[config.mk]
export PLATFORM = sky130hd
export DESIGN_NAME = tx_status_block
export DESIGN_NICKNAME = d
export VERILOG_FILES = /design/src/design/tx_status_pkg.sv /design/src/design/tx_status_block.sv
export SDC_FILE = /design/constraint.sdc
export NUM_CORES = 1
export LEC_CHECK = 0
export ABC_AREA = 1
export BUFFER_PORTS_ARGS = -buffer_cell sky130_fd_sc_hd__buf_2
export CAP_MARGIN = 20
export CORE_MARGIN = 3
export CORE_UTILIZATION = 60
export DETAILED_ROUTE_END_ITERATION = 10
export GPL_ROUTABILITY_DRIVEN = 0
export PLACE_DENSITY = 0.8
export SLEW_MARGIN = 40
export SYNTH_ARGS = -nofsm -noshare
export SYNTH_HDL_FRONTEND = slang
export SYNTH_SLANG_ARGS = --single-unit
[constraint.sdc]
create_clock -name clk -period 4.1 [get_ports clk]
set_input_delay 0.41 -clock clk [delete_from_list [all_inputs] [get_ports clk]]
set_output_delay 0.41 -clock clk [all_outputs]
set_load 0.02 [all_outputs]
[src/design/tx_status_pkg.sv]
// package for the transmit tune and audio quality status block
// assumes one clock domain and a byte-wide command port
package tx_status_pkg;
	// opcodes
	localparam logic [7:0] OPC_TUNE_STATUS = 8'h33;
	localparam logic [7:0] OPC_AQ_STATUS = 8'h34;
	// reply lengths, status byte excluded
	localparam logic [3:0] TUNE_RESP_LEN = 4'h7;
	localparam logic [3:0] AQ_RESP_LEN = 4'h4;
	// status byte fields
	localparam int ST_CTS = 7;
	localparam int ST_ERR = 6;
	localparam int ST_AQ_IRQ = 1;
	localparam int ST_TUNE_IRQ = 0;
	// audio quality response byte one fields
	localparam int AQ_OVERMODULATION_FLAG = 2;
	localparam int AQ_HIGH = 1;
	localparam int AQ_LOW = 0;
	// argument fields
	localparam int ARG_ACK = 0;
	localparam logic [7:0] ARG_RSVD_MASK = 8'hFE;
	// register port offsets
	localparam logic [3:0] ADDR_CMD = 4'h0;
	localparam logic [3:0] ADDR_ARG = 4'h1;
	localparam logic [3:0] ADDR_RESP = 4'h2;
	localparam logic [3:0] ADDR_STATUS = 4'h3;
	localparam logic [3:0] ADDR_IEN = 4'h4;
	localparam logic [3:0] ADDR_LOW_TH = 4'h5;
	localparam logic [3:0] ADDR_HIGH_TH = 4'h6;
	localparam logic [3:0] ADDR_LOW_DUR = 4'h7;
	localparam logic [3:0] ADDR_HIGH_DUR = 4'h8;
	// reset values
	localparam logic [7:0] LOW_TH_RESET = 8'hCE;
	localparam logic [7:0] HIGH_TH_RESET = 8'h00;
	localparam logic [15:0] DUR_RESET = 16'h0000;
	localparam logic [1:0] IEN_RESET = 2'h0;

	typedef struct packed {
		logic [15:0] freq;
		logic [7:0] out_level;
		logic [7:0] antcap;
		logic [7:0] noise;
		logic noise_valid;
	} tune_info_type;

	typedef struct packed {
		logic [7:0] level;
		logic overmodulation_flag;
	} audio_in_type;

	typedef enum logic [1:0] {
		ST_IDLE = 2'b00,
		ST_ARG = 2'b01,
		ST_REPLY = 2'b11
	} cmd_state_type;
endpackage

[src/design/tx_status_block.sv]
// command interpreter for tune status and audio quality status
// assumes host waits for clear-to-send; audio and tune info synchronous
//
// Functional notes
// - tune status takes one argument; reply is status plus seven bytes
// - tune status acknowledge bit clears seek/tune complete indicator
// - invalid argument sets error bit in status byte
// - reply bytes two and three carry tuned frequency high and low
// - reply byte five carries output voltage setting
// - reply byte six carries antenna capacitor value
// - reply byte seven carries last noise measure, zero if none
// - audio status opcode 34h, one argument, status plus four bytes
// - low flag set when audio stays below low threshold
// - high flag set when audio stays above high threshold
// - detection only after condition outlasts the configured duration
// - overmodulation flag set while overmodulation input is high
// - audio interrupt bit set when any of the three flags set
// - audio interrupt routable to hardware interrupt output by enable
// - clearing low or high flag rearms its duration counter
// - acknowledge zero keeps flags; one clears all three and interrupt
// - reply byte one: overmodulation_flag bit2, high bit1, low bit0
// - reply byte four returns input level, two's complement dBfs
// - counters run and status valid only after a tune command
// - clear-to-send set when next command may be accepted
`timescale 1ns/1ns
module tx_status_block
	import tx_status_pkg::*;
(
	input wire logic clk,
	input wire logic resetn,
	input wire logic [3:0] addr,
	input wire logic [7:0] wdata,
	input wire logic wr,
	input wire logic rd,
	output logic [7:0] rdata,
	input wire tx_status_pkg::tune_info_type tune_info,
	input wire tx_status_pkg::audio_in_type audio_in,
	input wire logic tune_done,
	input wire logic tune_cmd_done,
	input wire logic powered_up,
	output logic irq_out
);
	import tx_status_pkg::*;

	// ----------------------------------------
	// command sequencer
	// ----------------------------------------
	cmd_state_type state_reg;
	logic [7:0] opcode_reg;
	logic [7:0] resp_reg [0:7];
	logic [3:0] resp_len_reg;
	logic [3:0] resp_idx_reg;
	logic cts_reg;
	logic err_reg;
	logic seek_tune_done_irq_reg;
	logic overmodulation_flag_reg;
	logic input_level_high_flag_reg;
	logic input_level_low_flag_reg;
	logic armed_reg;
	logic [1:0] interrupt_enable_setting_reg;
	logic [7:0] low_threshold_setting_reg;
	logic [7:0] high_threshold_setting_reg;
	logic [15:0] low_duration_setting_reg;
	logic [15:0] high_duration_setting_reg;
	logic [15:0] low_cnt_reg;
	logic [15:0] high_cnt_reg;
	logic low_fired_reg;
	logic high_fired_reg;

	logic cmd_wr, arg_wr, ack, aq_ack, tune_ack, bad_arg;
	logic audio_quality_irq;
	logic low_hit, high_hit;
	logic below, above;

	assign cmd_wr = wr && addr == ADDR_CMD && cts_reg;
	assign arg_wr = wr && addr == ADDR_ARG && state_reg == ST_ARG;
	assign bad_arg = (wdata & ARG_RSVD_MASK) != 8'h00;
	assign ack = arg_wr && !bad_arg && wdata[ARG_ACK];
	assign aq_ack = ack && opcode_reg == OPC_AQ_STATUS;
	assign tune_ack = ack && opcode_reg == OPC_TUNE_STATUS;
	assign audio_quality_irq = overmodulation_flag_reg |
		input_level_high_flag_reg | input_level_low_flag_reg;

	always_ff @(posedge clk or negedge resetn) begin
		if (!resetn) begin
			state_reg <= ST_IDLE;
			opcode_reg <= 8'h00;
			cts_reg <= 1'b1;
			err_reg <= 1'b0;
			resp_len_reg <= 4'h0;
		end else begin
			case (state_reg)
				ST_IDLE: begin
					if (cmd_wr) begin
						opcode_reg <= wdata;
						cts_reg <= 1'b0;
						err_reg <= 1'b0;
						if ((wdata == OPC_TUNE_STATUS ||
							wdata == OPC_AQ_STATUS) && powered_up) begin
							state_reg <= ST_ARG;
						end else begin
							err_reg <= 1'b1;
							cts_reg <= 1'b1;
						end
					end
				end
				ST_ARG: begin
					if (arg_wr) begin
						state_reg <= ST_REPLY;
						cts_reg <= 1'b1;
						if (bad_arg) begin
							err_reg <= 1'b1;
							resp_len_reg <= 4'h0;
						end else if (opcode_reg == OPC_TUNE_STATUS) begin
							resp_len_reg <= TUNE_RESP_LEN;
						end else begin
							resp_len_reg <= AQ_RESP_LEN;
						end
					end
				end
				ST_REPLY: begin
					if (cmd_wr) begin
						state_reg <= ST_IDLE;
						opcode_reg <= wdata;
						cts_reg <= 1'b0;
						err_reg <= 1'b0;
						if ((wdata == OPC_TUNE_STATUS ||
							wdata == OPC_AQ_STATUS) && powered_up) begin
							state_reg <= ST_ARG;
						end else begin
							err_reg <= 1'b1;
							cts_reg <= 1'b1;
						end
					end
				end
				default: begin
					state_reg <= ST_IDLE;
					cts_reg <= 1'b1;
				end
			endcase
		end
	end

	// ----------------------------------------
	// reply capture
	// ----------------------------------------
	always_ff @(posedge clk or negedge resetn) begin
		if (!resetn) begin
			for (int i = 0; i < 8; i++) begin
				resp_reg[i] <= 8'h00;
			end
		end else if (arg_wr && !bad_arg) begin
			for (int i = 0; i < 8; i++) begin
				resp_reg[i] <= 8'h00;
			end
			if (opcode_reg == OPC_TUNE_STATUS) begin
				resp_reg[2] <= tune_info.freq[15:8];
				resp_reg[3] <= tune_info.freq[7:0];
				resp_reg[5] <= tune_info.out_level;
				resp_reg[6] <= tune_info.antcap;
				resp_reg[7] <= tune_info.noise_valid ?
					tune_info.noise : 8'h00;
			end else begin
				resp_reg[1][AQ_OVERMODULATION_FLAG] <= overmodulation_flag_reg;
				resp_reg[1][AQ_HIGH] <= input_level_high_flag_reg;
				resp_reg[1][AQ_LOW] <= input_level_low_flag_reg;
				resp_reg[4] <= armed_reg ? audio_in.level : 8'h00;
			end
		end
	end

	// ----------------------------------------
	// audio level detection
	// ----------------------------------------
	assign below = $signed(audio_in.level) < $signed(low_threshold_setting_reg);
	assign above = $signed(audio_in.level) > $signed(high_threshold_setting_reg);
	// one set event per detection interval
	assign low_hit = below && !low_fired_reg && low_cnt_reg != 16'h0000 &&
		low_cnt_reg >= low_duration_setting_reg;
	assign high_hit = above && !high_fired_reg && high_cnt_reg != 16'h0000 &&
		high_cnt_reg >= high_duration_setting_reg;

	always_ff @(posedge clk or negedge resetn) begin
		if (!resetn) begin
			armed_reg <= 1'b0;
		end else if (tune_cmd_done) begin
			armed_reg <= 1'b1;
		end
	end

	always_ff @(posedge clk or negedge resetn) begin
		if (!resetn) begin
			low_cnt_reg <= 16'h0000;
		end else if (!armed_reg || !below || aq_ack) begin
			low_cnt_reg <= 16'h0000;
		end else if (low_cnt_reg != 16'hFFFF) begin
			low_cnt_reg <= low_cnt_reg + 16'h0001;
		end
	end

	always_ff @(posedge clk or negedge resetn) begin
		if (!resetn) begin
			high_cnt_reg <= 16'h0000;
		end else if (!armed_reg || !above || aq_ack) begin
			high_cnt_reg <= 16'h0000;
		end else if (high_cnt_reg != 16'hFFFF) begin
			high_cnt_reg <= high_cnt_reg + 16'h0001;
		end
	end

	// ----------------------------------------
	// detection interval tracking
	// ----------------------------------------
	always_ff @(posedge clk or negedge resetn) begin
		if (!resetn) begin
			low_fired_reg <= 1'b0;
		end else if (!armed_reg || !below || aq_ack) begin
			low_fired_reg <= 1'b0;
		end else if (low_hit) begin
			low_fired_reg <= 1'b1;
		end
	end

	always_ff @(posedge clk or negedge resetn) begin
		if (!resetn) begin
			high_fired_reg <= 1'b0;
		end else if (!armed_reg || !above || aq_ack) begin
			high_fired_reg <= 1'b0;
		end else if (high_hit) begin
			high_fired_reg <= 1'b1;
		end
	end

	// ----------------------------------------
	// sticky flags, set wins over acknowledge
	// ----------------------------------------
	always_ff @(posedge clk or negedge resetn) begin
		if (!resetn) begin
			input_level_low_flag_reg <= 1'b0;
		end else if (armed_reg && low_hit) begin
			input_level_low_flag_reg <= 1'b1;
		end else if (aq_ack) begin
			input_level_low_flag_reg <= 1'b0;
		end
	end

	always_ff @(posedge clk or negedge resetn) begin
		if (!resetn) begin
			input_level_high_flag_reg <= 1'b0;
		end else if (armed_reg && high_hit) begin
			input_level_high_flag_reg <= 1'b1;
		end else if (aq_ack) begin
			input_level_high_flag_reg <= 1'b0;
		end
	end

	always_ff @(posedge clk or negedge resetn) begin
		if (!resetn) begin
			overmodulation_flag_reg <= 1'b0;
		end else if (armed_reg && audio_in.overmodulation_flag) begin
			overmodulation_flag_reg <= 1'b1;
		end else if (aq_ack) begin
			overmodulation_flag_reg <= 1'b0;
		end
	end

	always_ff @(posedge clk or negedge resetn) begin
		if (!resetn) begin
			seek_tune_done_irq_reg <= 1'b0;
		end else if (tune_done) begin
			seek_tune_done_irq_reg <= 1'b1;
		end else if (tune_ack) begin
			seek_tune_done_irq_reg <= 1'b0;
		end
	end

	// ----------------------------------------
	// settings
	// ----------------------------------------
	always_ff @(posedge clk or negedge resetn) begin
		if (!resetn) begin
			interrupt_enable_setting_reg <= IEN_RESET;
			low_threshold_setting_reg <= LOW_TH_RESET;
			high_threshold_setting_reg <= HIGH_TH_RESET;
			low_duration_setting_reg <= DUR_RESET;
			high_duration_setting_reg <= DUR_RESET;
		end else if (wr) begin
			case (addr)
				ADDR_IEN: interrupt_enable_setting_reg <= wdata[1:0];
				ADDR_LOW_TH: low_threshold_setting_reg <= wdata;
				ADDR_HIGH_TH: high_threshold_setting_reg <= wdata;
				ADDR_LOW_DUR: low_duration_setting_reg <=
					{low_duration_setting_reg[7:0], wdata};
				ADDR_HIGH_DUR: high_duration_setting_reg <=
					{high_duration_setting_reg[7:0], wdata};
				default: ;
			endcase
		end
	end

	// ----------------------------------------
	// read port and interrupt output
	// ----------------------------------------
	logic [7:0] status_byte;
	always_comb begin
		status_byte = 8'h00;
		status_byte[ST_CTS] = cts_reg;
		status_byte[ST_ERR] = err_reg;
		status_byte[ST_AQ_IRQ] = audio_quality_irq;
		status_byte[ST_TUNE_IRQ] = seek_tune_done_irq_reg;
	end

	always_ff @(posedge clk or negedge resetn) begin
		if (!resetn) begin
			resp_idx_reg <= 4'h0;
		end else if (arg_wr) begin
			resp_idx_reg <= 4'h1;
		end else if (rd && addr == ADDR_RESP && state_reg == ST_REPLY &&
			resp_idx_reg <= resp_len_reg) begin
			resp_idx_reg <= resp_idx_reg + 4'h1;
		end
	end

	always_ff @(posedge clk or negedge resetn) begin
		if (!resetn) begin
			rdata <= 8'h00;
		end else if (rd) begin
			case (addr)
				ADDR_STATUS: rdata <= status_byte;
				ADDR_RESP: rdata <= (state_reg == ST_REPLY &&
					resp_idx_reg <= resp_len_reg) ?
					resp_reg[resp_idx_reg[2:0]] : 8'h00;
				ADDR_IEN: rdata <= {6'h00, interrupt_enable_setting_reg};
				ADDR_LOW_TH: rdata <= low_threshold_setting_reg;
				ADDR_HIGH_TH: rdata <= high_threshold_setting_reg;
				default: rdata <= 8'h00;
			endcase
		end else begin
			rdata <= 8'h00;
		end
	end

	always_ff @(posedge clk or negedge resetn) begin
		if (!resetn) begin
			irq_out <= 1'b0;
		end else begin
			irq_out <= (interrupt_enable_setting_reg[1] & audio_quality_irq) |
				(interrupt_enable_setting_reg[0] & seek_tune_done_irq_reg);
		end
	end
endmodule

======== Word level (Yosys, flattened, before mapping) ========
Cells that the tools add are included.
storage, ports and cells
  bits in registers ....................... 169
  input bits .............................. 69
  output and inout port bits .............. 9
cells by class
  $add $sub $neg .......................... 3
  order comparisons ....................... 6
  eq/ne operators ......................... 22
  muxes and demuxes ....................... 43
  bitwise operators ....................... 6
  reduce and logical (&&, ||, !) cells .... 59
operators by type and width
  cell                   count
  $mux 16                5
  $mux 8                 7
  $pmux 8 s5             1
  $add 16x1->16 const B  2
  $eq 8x6->1 const B     4
  $ge 16x16->1           2
  $ne 16x16->1 const B   2
  $reduce_bool 16->1     2
  $bmux 8 s3             1
  $mux 24                1
  $logic_and 1x1->1      22
  $reduce_bool 2->1      10
  $eq 4x3->1 const B     4
  $mux 1                 16
  $reduce_and 2->1       8
  $mux 2                 5
  $ne 2x2->1 const B     5
  $eq 4x2->1 const B     2
  $gt 8x8->1             1
  $lt 8x8->1             1
  $mux 4                 2
  $reduce_and 4->1       2
  $reduce_bool 8->1      1
  $logic_not 1->1        6
  other kinds (18)       27

======== Longest topological paths before layout ========
Gate-level depths: netlist of run 1.
  word-level depth ........................ 8
  depth in mapped cells ................... 15

======== Least setup slack after synthesis of run 1 ========
OpenSTA, ideal clock, no wires.
  kind .................................... flip-flop to flip-flop
  from .................................... reg resp_idx_reg[0]
  to ...................................... reg rdata[0]
  setup time .............................. 0.079 ns
  arrival ................................. 1.746 ns
  required time ........................... 4.021 ns
  slack ................................... 2.274 ns
  stages on the path, launching flop included .. 13
  period minus slack after synthesis ...... 1.826 ns
  cell sequence ........................... dfrtp_1 buf_2 inv_2 buf_2 ha_1 inv_1 a21oi_1 o21ai_0 o21ai_0 nand2_1 nor2_1 nand2_1 a21oi_1
between the ends
  longest elaborated chain between the ends .. 7
  elaborated cells between the ends (all ways) .. 9
  those cells by class .................... order compare (1); mux (6); bitwise (1); reduce/logical (1)
ends and longest elaborated chain
  element                                    line                    source
  from (decl)                                tx_status_block.sv:52   logic [3:0] resp_idx_reg;
  from (signal assigned)                     tx_status_block.sv:320  resp_idx_reg <= resp_idx_reg + 4'h1;
  $not 3->4 (implied by the code)            tx_status_block.sv:332  resp_reg[resp_idx_reg[2:0]] : 8'h00;
  $bmux 8 s3                                 tx_status_block.sv:332
  $mux 8 (implied by the code) (2 in a row)  tx_status_block.sv:332
  $mux 8 *                                   tx_status_block.sv:331  resp_idx_reg <= resp_len_reg) ?
  $pmux 8 s5 *                               tx_status_block.sv:328  case (addr)
  $mux 8 *                                   tx_status_block.sv:327  end else if (rd) begin
  to (signal assigned)                       tx_status_block.sv:329  ADDR_STATUS: rdata <= status_byte;
  to (signal assigned)                       tx_status_block.sv:330  ADDR_RESP: rdata <= (state_reg == ST_REPLY &&
  to (signal assigned)                       tx_status_block.sv:333  ADDR_IEN: rdata <= {6'h00, interrupt_enable_setting_reg};
  to (decl)                                  tx_status_block.sv:35   output logic [7:0] rdata,
Every way passes the cells marked *; elsewhere a longest branch is shown, timed or not. The select of a mux whose other input is x is not followed.
A chain may end at the register's enable or synchronous reset.

======== Worst setup path after layout of run 1 ========
Ends and elaborated chain as after synthesis.

==> metrics.cfg, run 1 <==
[cts]
clk_pin_slew_worst_paths_ns=0.07
cts_max_path_buffers=2
cts_root_buf=clkbuf_16
hold_buffers=0
cts_tree=done
cts_buffers=17
cts_max_level=4
post_cts_buffers=0
cts.sinks=167
clk_latency_ns=0.43
ctsResizeCount=0

[sta]
period_minus_slack_ns=2.76
fin_tns_setup_ns=0
skew_ns=0.00952
slew_viol_final=0
grt_setup_unrepaired=no
whs_ns=-0.0109
setup_viol=0
hold_viol=5
period_share_pct=67.4
fmax_mhz=362
relSlewSlack_pct=45.3
worst_slew_pin_slew_ns=0.817

[critical_path]
worstSetupPathType=reg2reg
end_kind=flop
cp-start-kind=flop
cp.required_ns=4.45
reg2reg_to=rdata[0]
reg2reg_from=resp_idx_reg[0]
worst-path-buf-inv=1
path_max_fanout=28
path_cells=inv_2 > ha_1 > nand2_1 > o21ai_0 > nand2_1 > nor2_1 > nand2_1 > a21oi_1
cp-endpoint=rdata[0]
r2r_slack_ns=1.34
crit_path_start=resp_idx_reg[0]
cp.arrival_ns=3.11
critPathMaxStageDelay_ns=0.83
worst-path-stages=8
cp_slowest_cell=dfrtp_1
crit_top_cell=nand2_1
cpLargestDelayFamily=flip-flops
worst-r2r-cell-count=8

[floorplan]
rows=45
die_w_um=131
fp.dieH_um=131
start_util_pct=61.4
pin_count=78
dieArea_mm2=0.0172
core_mm2=0.0153

[synth]
synthDistinctLibCells=50
syn_area_mm2=0.00937
syn_inst=1178
synth_async_sr_flop_share_pct=100
synth_flop_cell=dfrtp_1
synth-edff-count=0
syn-num-nets=1305
yosysSeqAreaShare_pct=44.7
yosysWarnings=0
synth_area_per_cell_um2=7.95
ys_ff_latch=167

[global_routing]
grt_pass1_vias=7755
antenna_found_initial=0
grt_max_degree=98
grt_pass1_wl_mm=39.1
grt-ovfl-total=0
grtUsageTotal_pct=29.6

[drt]
drc_errors=0
via_per_inst=5.67
wl_per_cell_um=16.4
drt_pass1_iterations=6
drtIter0Drc=859
ant_nets=0
totalWireLength_mm=24.1
vias=8324

[place]
place_hpwl_mm=17.4
port_buffers=77

[layout]
final_common_cell=nand2_1
fin_nets=1371
drive_above_1_share_pct=13.1
mostFrequentLayoutCells=nand2_1, inv_1, dfrtp_1, o21ai_0, nor2_1
largest_reg_flops=51
n_fill_cell=1265
antennaDiodeCount=0
area_growth_pct=12.3

[pwr]
peakVddDrop_mv=0.356
powerDensity_mw_per_mm2=477
p_leak_nw=5.23

[run_status]
violations=hold timing
status=finished, violations left

[worst_hold_path]
hold_class=in2async

[flow_run]
drv_cap=0

==> layout make-up <==
cell class / count / area, um2 / area share [%]
multi-input cells: 807 / 4370 / 41.5
clock inverters: 10 / 144 / 1.37
inverters: 171 / 643 / 6.11
clock buffers: 22 / 484 / 4.60
flip-flops and latches: 167 / 4190 / 39.8
repair buffers: 80 / 430 / 4.09
well taps: 211 / 264 / 2.51
==> through the flow <==
stage	util (%)	total power [mW]	setup slack (ns)	cells	cell area [um2]
after global routing	69.0	5.32	1.08	1468	10500
after floorplan	-	2.95	2.27	1178	9370
after global placement	64.8	3.25	1.60	1436	9880
final	69.0	5.02	1.34	1468	10500
after detailed placement	64.8	3.30	1.44	1436	9890
after CTS	68.9	5.01	1.42	1468	10500
==> synth_stat cells (all sizes together), types with 4 or more instances <==
master,count,area (um2)
dfstp,6,158
dfrtp,161,4030
a21oi,65,325
o21ai,147,736
o22ai,9,56.3
inv,169,634
nand2,253,970
clkbuf,14,52.6
nand4,17,106
a31o,4,35.0
nand3,87,468
xor2,15,131
buf,19,126
nor3,19,121
nor2,107,465
ha,58,726
==> worst min-delay path by stage <==
stage	from	to	slack (ns)	cells after the start
2_1_floorplan	resetn	armed_reg	0.11	0
3_3_place_gp	low_duration_setting_reg[6]	low_duration_setting_reg[14]	0.46	2
3_5_place_dp	low_duration_setting_reg[7]	low_duration_setting_reg[15]	0.47	2
4_1_cts	resetn	resp_reg[41]	0.04	1
5_1_grt	resetn	resp_reg[40]	0.06	1
6_report	resetn	resp_reg[41]	-0.01	1
==> cell families after synthesis <==
group,Yosys count,synth area share [%]
AO/OA/AOI/OAI,242,13.7
XOR/XNOR,16,1.50
adder cells (fa/ha/maj),58,7.74
buffers and inverters,204,8.77
flip-flops,167,44.7
multiplexers,2,0.227
AND/OR/NAND/NOR,489,23.4
==> metal layers <==
layer	GRT usage (%)	up-vias	share of wire [%]
li1	-	3982	-
met1	43.7	3949	45
met2	43.4	347	44
met3	6.95	46	8.4
met4	9.01	0	2.2
met5	0	-	0
==> where the power goes <==
part	internal [mW]	switching, mW
combinational	0.444	0.791
sequential	1.88	0.200
clock	1.03	0.677
No activity file was read; power rests on OpenSTA's default activity.
==> inputs of run 2 (changes only) <==
CORE_UTILIZATION = 55   (was 60)
PLACE_DENSITY = 0.77   (was 0.8)
clock period = 2.35 ns   (was 4.1 ns; I/O delays follow)
==> run 2 against run 1 <==
Net effect: the run now ends clean; die area up 8.7%; global-route usage down 2.4 points; count of clock-buffer cells in the layout up 1.
==> metrics.cfg, run 2 (synthesis results as in run 1) <==
[critical_path]
cp.arrival_ns=2.40  ; -0.71 ns
critPathMaxStageDelay_ns=0.38  ; -0.45 ns
worstSetupPathType=reg2reg
crit_top_cell=inv_1
cp_slowest_cell=dfrtp_1
cp.required_ns=2.69  ; -1.76 ns
end_kind=flop
path_cells=inv_1 > ha_1 > inv_1 > nor2_2 > nand2_2 > clkinv_2 > buf_12 > nand3_1 > o21ai_0
path_max_fanout=47  ; +68%
cp-start-kind=flop
cpLargestDelayFamily=simple AND/OR/NAND/NOR gates
worst-path-buf-inv=4  ; +3

[layout]
n_fill_cell=1433  ; +13%
final_common_cell=nand2_1
multi_input_area_mm2=0.00436  ; -0.17%
regArea_mm2=0.00419  ; unchanged
largest_reg_flops=51  ; unchanged
fin_area_mm2=0.0105  ; about the same
area_growth_pct=12.4  ; about the same
fin_nets=1384  ; +0.95%
drive_above_1_share_pct=13.2  ; +0.065 points
mostFrequentLayoutCells=nand2_1, inv_1, dfrtp_1, o21ai_0, nor2_1

[sta]
grt_setup_unrepaired=no
worst_slew_pin_slew_ns=0.608  ; -0.210 ns
period_share_pct=87.7  ; +20 points
period_minus_slack_ns=2.06  ; -0.702 ns
skew_ns=0.00961  ; +0.0000908 ns
slew_viol_final=0  ; unchanged
fin_tns_setup_ns=0  ; unchanged
setup_viol=0  ; unchanged
hold_viol=0  ; -5
relSlewSlack_pct=59.4  ; +14 points
setup_slack_ns=0.288  ; -1.05 ns
fmax_mhz=485  ; +34%

[floorplan]
rows=47  ; +4.4%
core_mm2=0.0166  ; +9.1%
fp.dieH_um=137  ; +4.2%
start_util_pct=56.3  ; -5.1 points
pin_count=78  ; unchanged
die_w_um=137  ; +4.2%
dieArea_mm2=0.0186  ; +8.7%

[pwr]
peakVddDrop_mv=0.683  ; +92%
seq_power_share_pct=42.7  ; +1.2 points
intPower_mw=5.55  ; +65%
clkPwrFrac_pct=30.3  ; -3.6 points
p_leak_nw=5.24  ; about the same
powerDensity_mw_per_mm2=792  ; +66%
comb_power_share_pct=27.0  ; +2.4 points
switchingPower_mw=2.79  ; +68%
switching_share_pct=33.5  ; +0.30 points

[place]
port_buffers=77  ; unchanged
place_hpwl_mm=17.9  ; +2.7%
postPlaceCellArea_mm2=0.0100  ; +1.2%
place_ws_ns=0.302  ; -1.13 ns

[cts]
cts.sinks=167  ; unchanged
clk_pin_slew_worst_paths_ns=0.06  ; about the same
ctsResizeCount=0  ; unchanged
cts_max_level=4  ; unchanged
cts_root_buf=clkbuf_16
cts_tree=done
cts_max_path_buffers=2  ; unchanged
cts_buffers=17  ; unchanged
clk_latency_ns=0.43  ; about the same
post_cts_buffers=0  ; unchanged
hold_buffers=1  ; +1

[worst_hold_path]
hold_class=in2reg

[flow_run]
drv_cap=0  ; unchanged

[drt]
ant_nets=0  ; unchanged
vias=8274  ; -0.60%
via_per_inst=5.56  ; -1.9%
drt_pass1_iterations=5  ; -1
totalWireLength_mm=24.0  ; -0.39%
wl_per_cell_um=16.2  ; -1.7%
drtIter0Drc=759  ; -12%
drc_errors=0  ; unchanged

[run_status]
status=finished, final reports clean

[global_routing]
grt-ovfl-total=0  ; unchanged
grt_max_degree=68  ; -31%
antenna_found_initial=1  ; +1
grtUsageTotal_pct=27.2  ; -2.4 points
grt_pass1_wl_mm=39.9  ; +2.0%
grt_pass1_vias=7981  ; +2.9%

==> run 2: worst paths after layout <==
| check | cells past startpoint | startpoint | slack, ns | end |
|---|---|---|---|---|
| hold reg to reg | 2 | resp_reg[30] | 0.48 | resp_reg[30] |
| hold / removal | 2 | tune_cmd_done | 0.02 | armed_reg |
| setup reg to reg | 9 | state_reg[1] | 0.29 | resp_reg[37] |
| max in group asynchronous | 3 | resetn | 1.27 | high_duration_setting_reg[7] |
| setup / recovery | 9 | state_reg[1] | 0.29 | resp_reg[37] |
| min in group asynchronous | 2 | resetn | 0.33 | resp_reg[47] |
==> run 2: through the flow <==
step / power, mW / hold slack (ns) / util (%) / instances
global placement: 5.72 / 0.230 / 60.1 / 1457
global route: 8.90 / 0.0109 / 63.3 / 1487
floorplan: 5.14 / -0.0606 / - / 1178
CTS: 8.37 / 0.0131 / 63.3 / 1486
detailed placement: 5.82 / 0.232 / 60.1 / 1457
finish: 8.34 / 0.0219 / 63.3 / 1487
==> run 2: cell type report <==
| type | instances | share of cell area (%) |
|---|---|---|
| inverters | 171 | 6.11 |
| clock inverters | 5 | 0.499 |
| repair buffers | 93 | 5.24 |
| multi-input cells | 807 | 41.4 |
| clock buffers | 23 | 4.35 |
| diodes | 1 | 0.0238 |
| well taps | 220 | 2.61 |
| flip-flops and latches | 167 | 39.8 |
==> run 2: power groups by stage <==
| stage | Sequential [mW] | Clock [mW] | Combinational (mW) |
|---|---|---|---|
| finish | 3.56 | 2.53 | 2.25 |
| global route | 3.61 | 2.70 | 2.59 |
| CTS | 3.56 | 2.57 | 2.24 |
| detailed placement | 3.60 | 0 | 2.22 |
| global placement | 3.59 | 0 | 2.13 |
| floorplan | 3.55 | 0 | 1.59 |
==> run 2: routing by layer <==
| metal | global-route usage, % | part of all wire [%] |
|---|---|---|
| met3 | 5.85 | 7.5 |
| met5 | 0 | 0 |
| met4 | 8.40 | 1.7 |
| met1 | 39.2 | 45 |
| met2 | 41.4 | 45 |
==> run 2: worst register-to-register path, delay by kind of cell (launching register included) <==
| kind | cells | cell delay, ns |
|---|---|---|
| fa+ha+maj | 1 | 0.27 |
| buf+inv | 4 | 0.60 |
| simple gates | 3 | 0.63 |
| flops | 1 | 0.38 |
| compound gates | 1 | 0.09 |
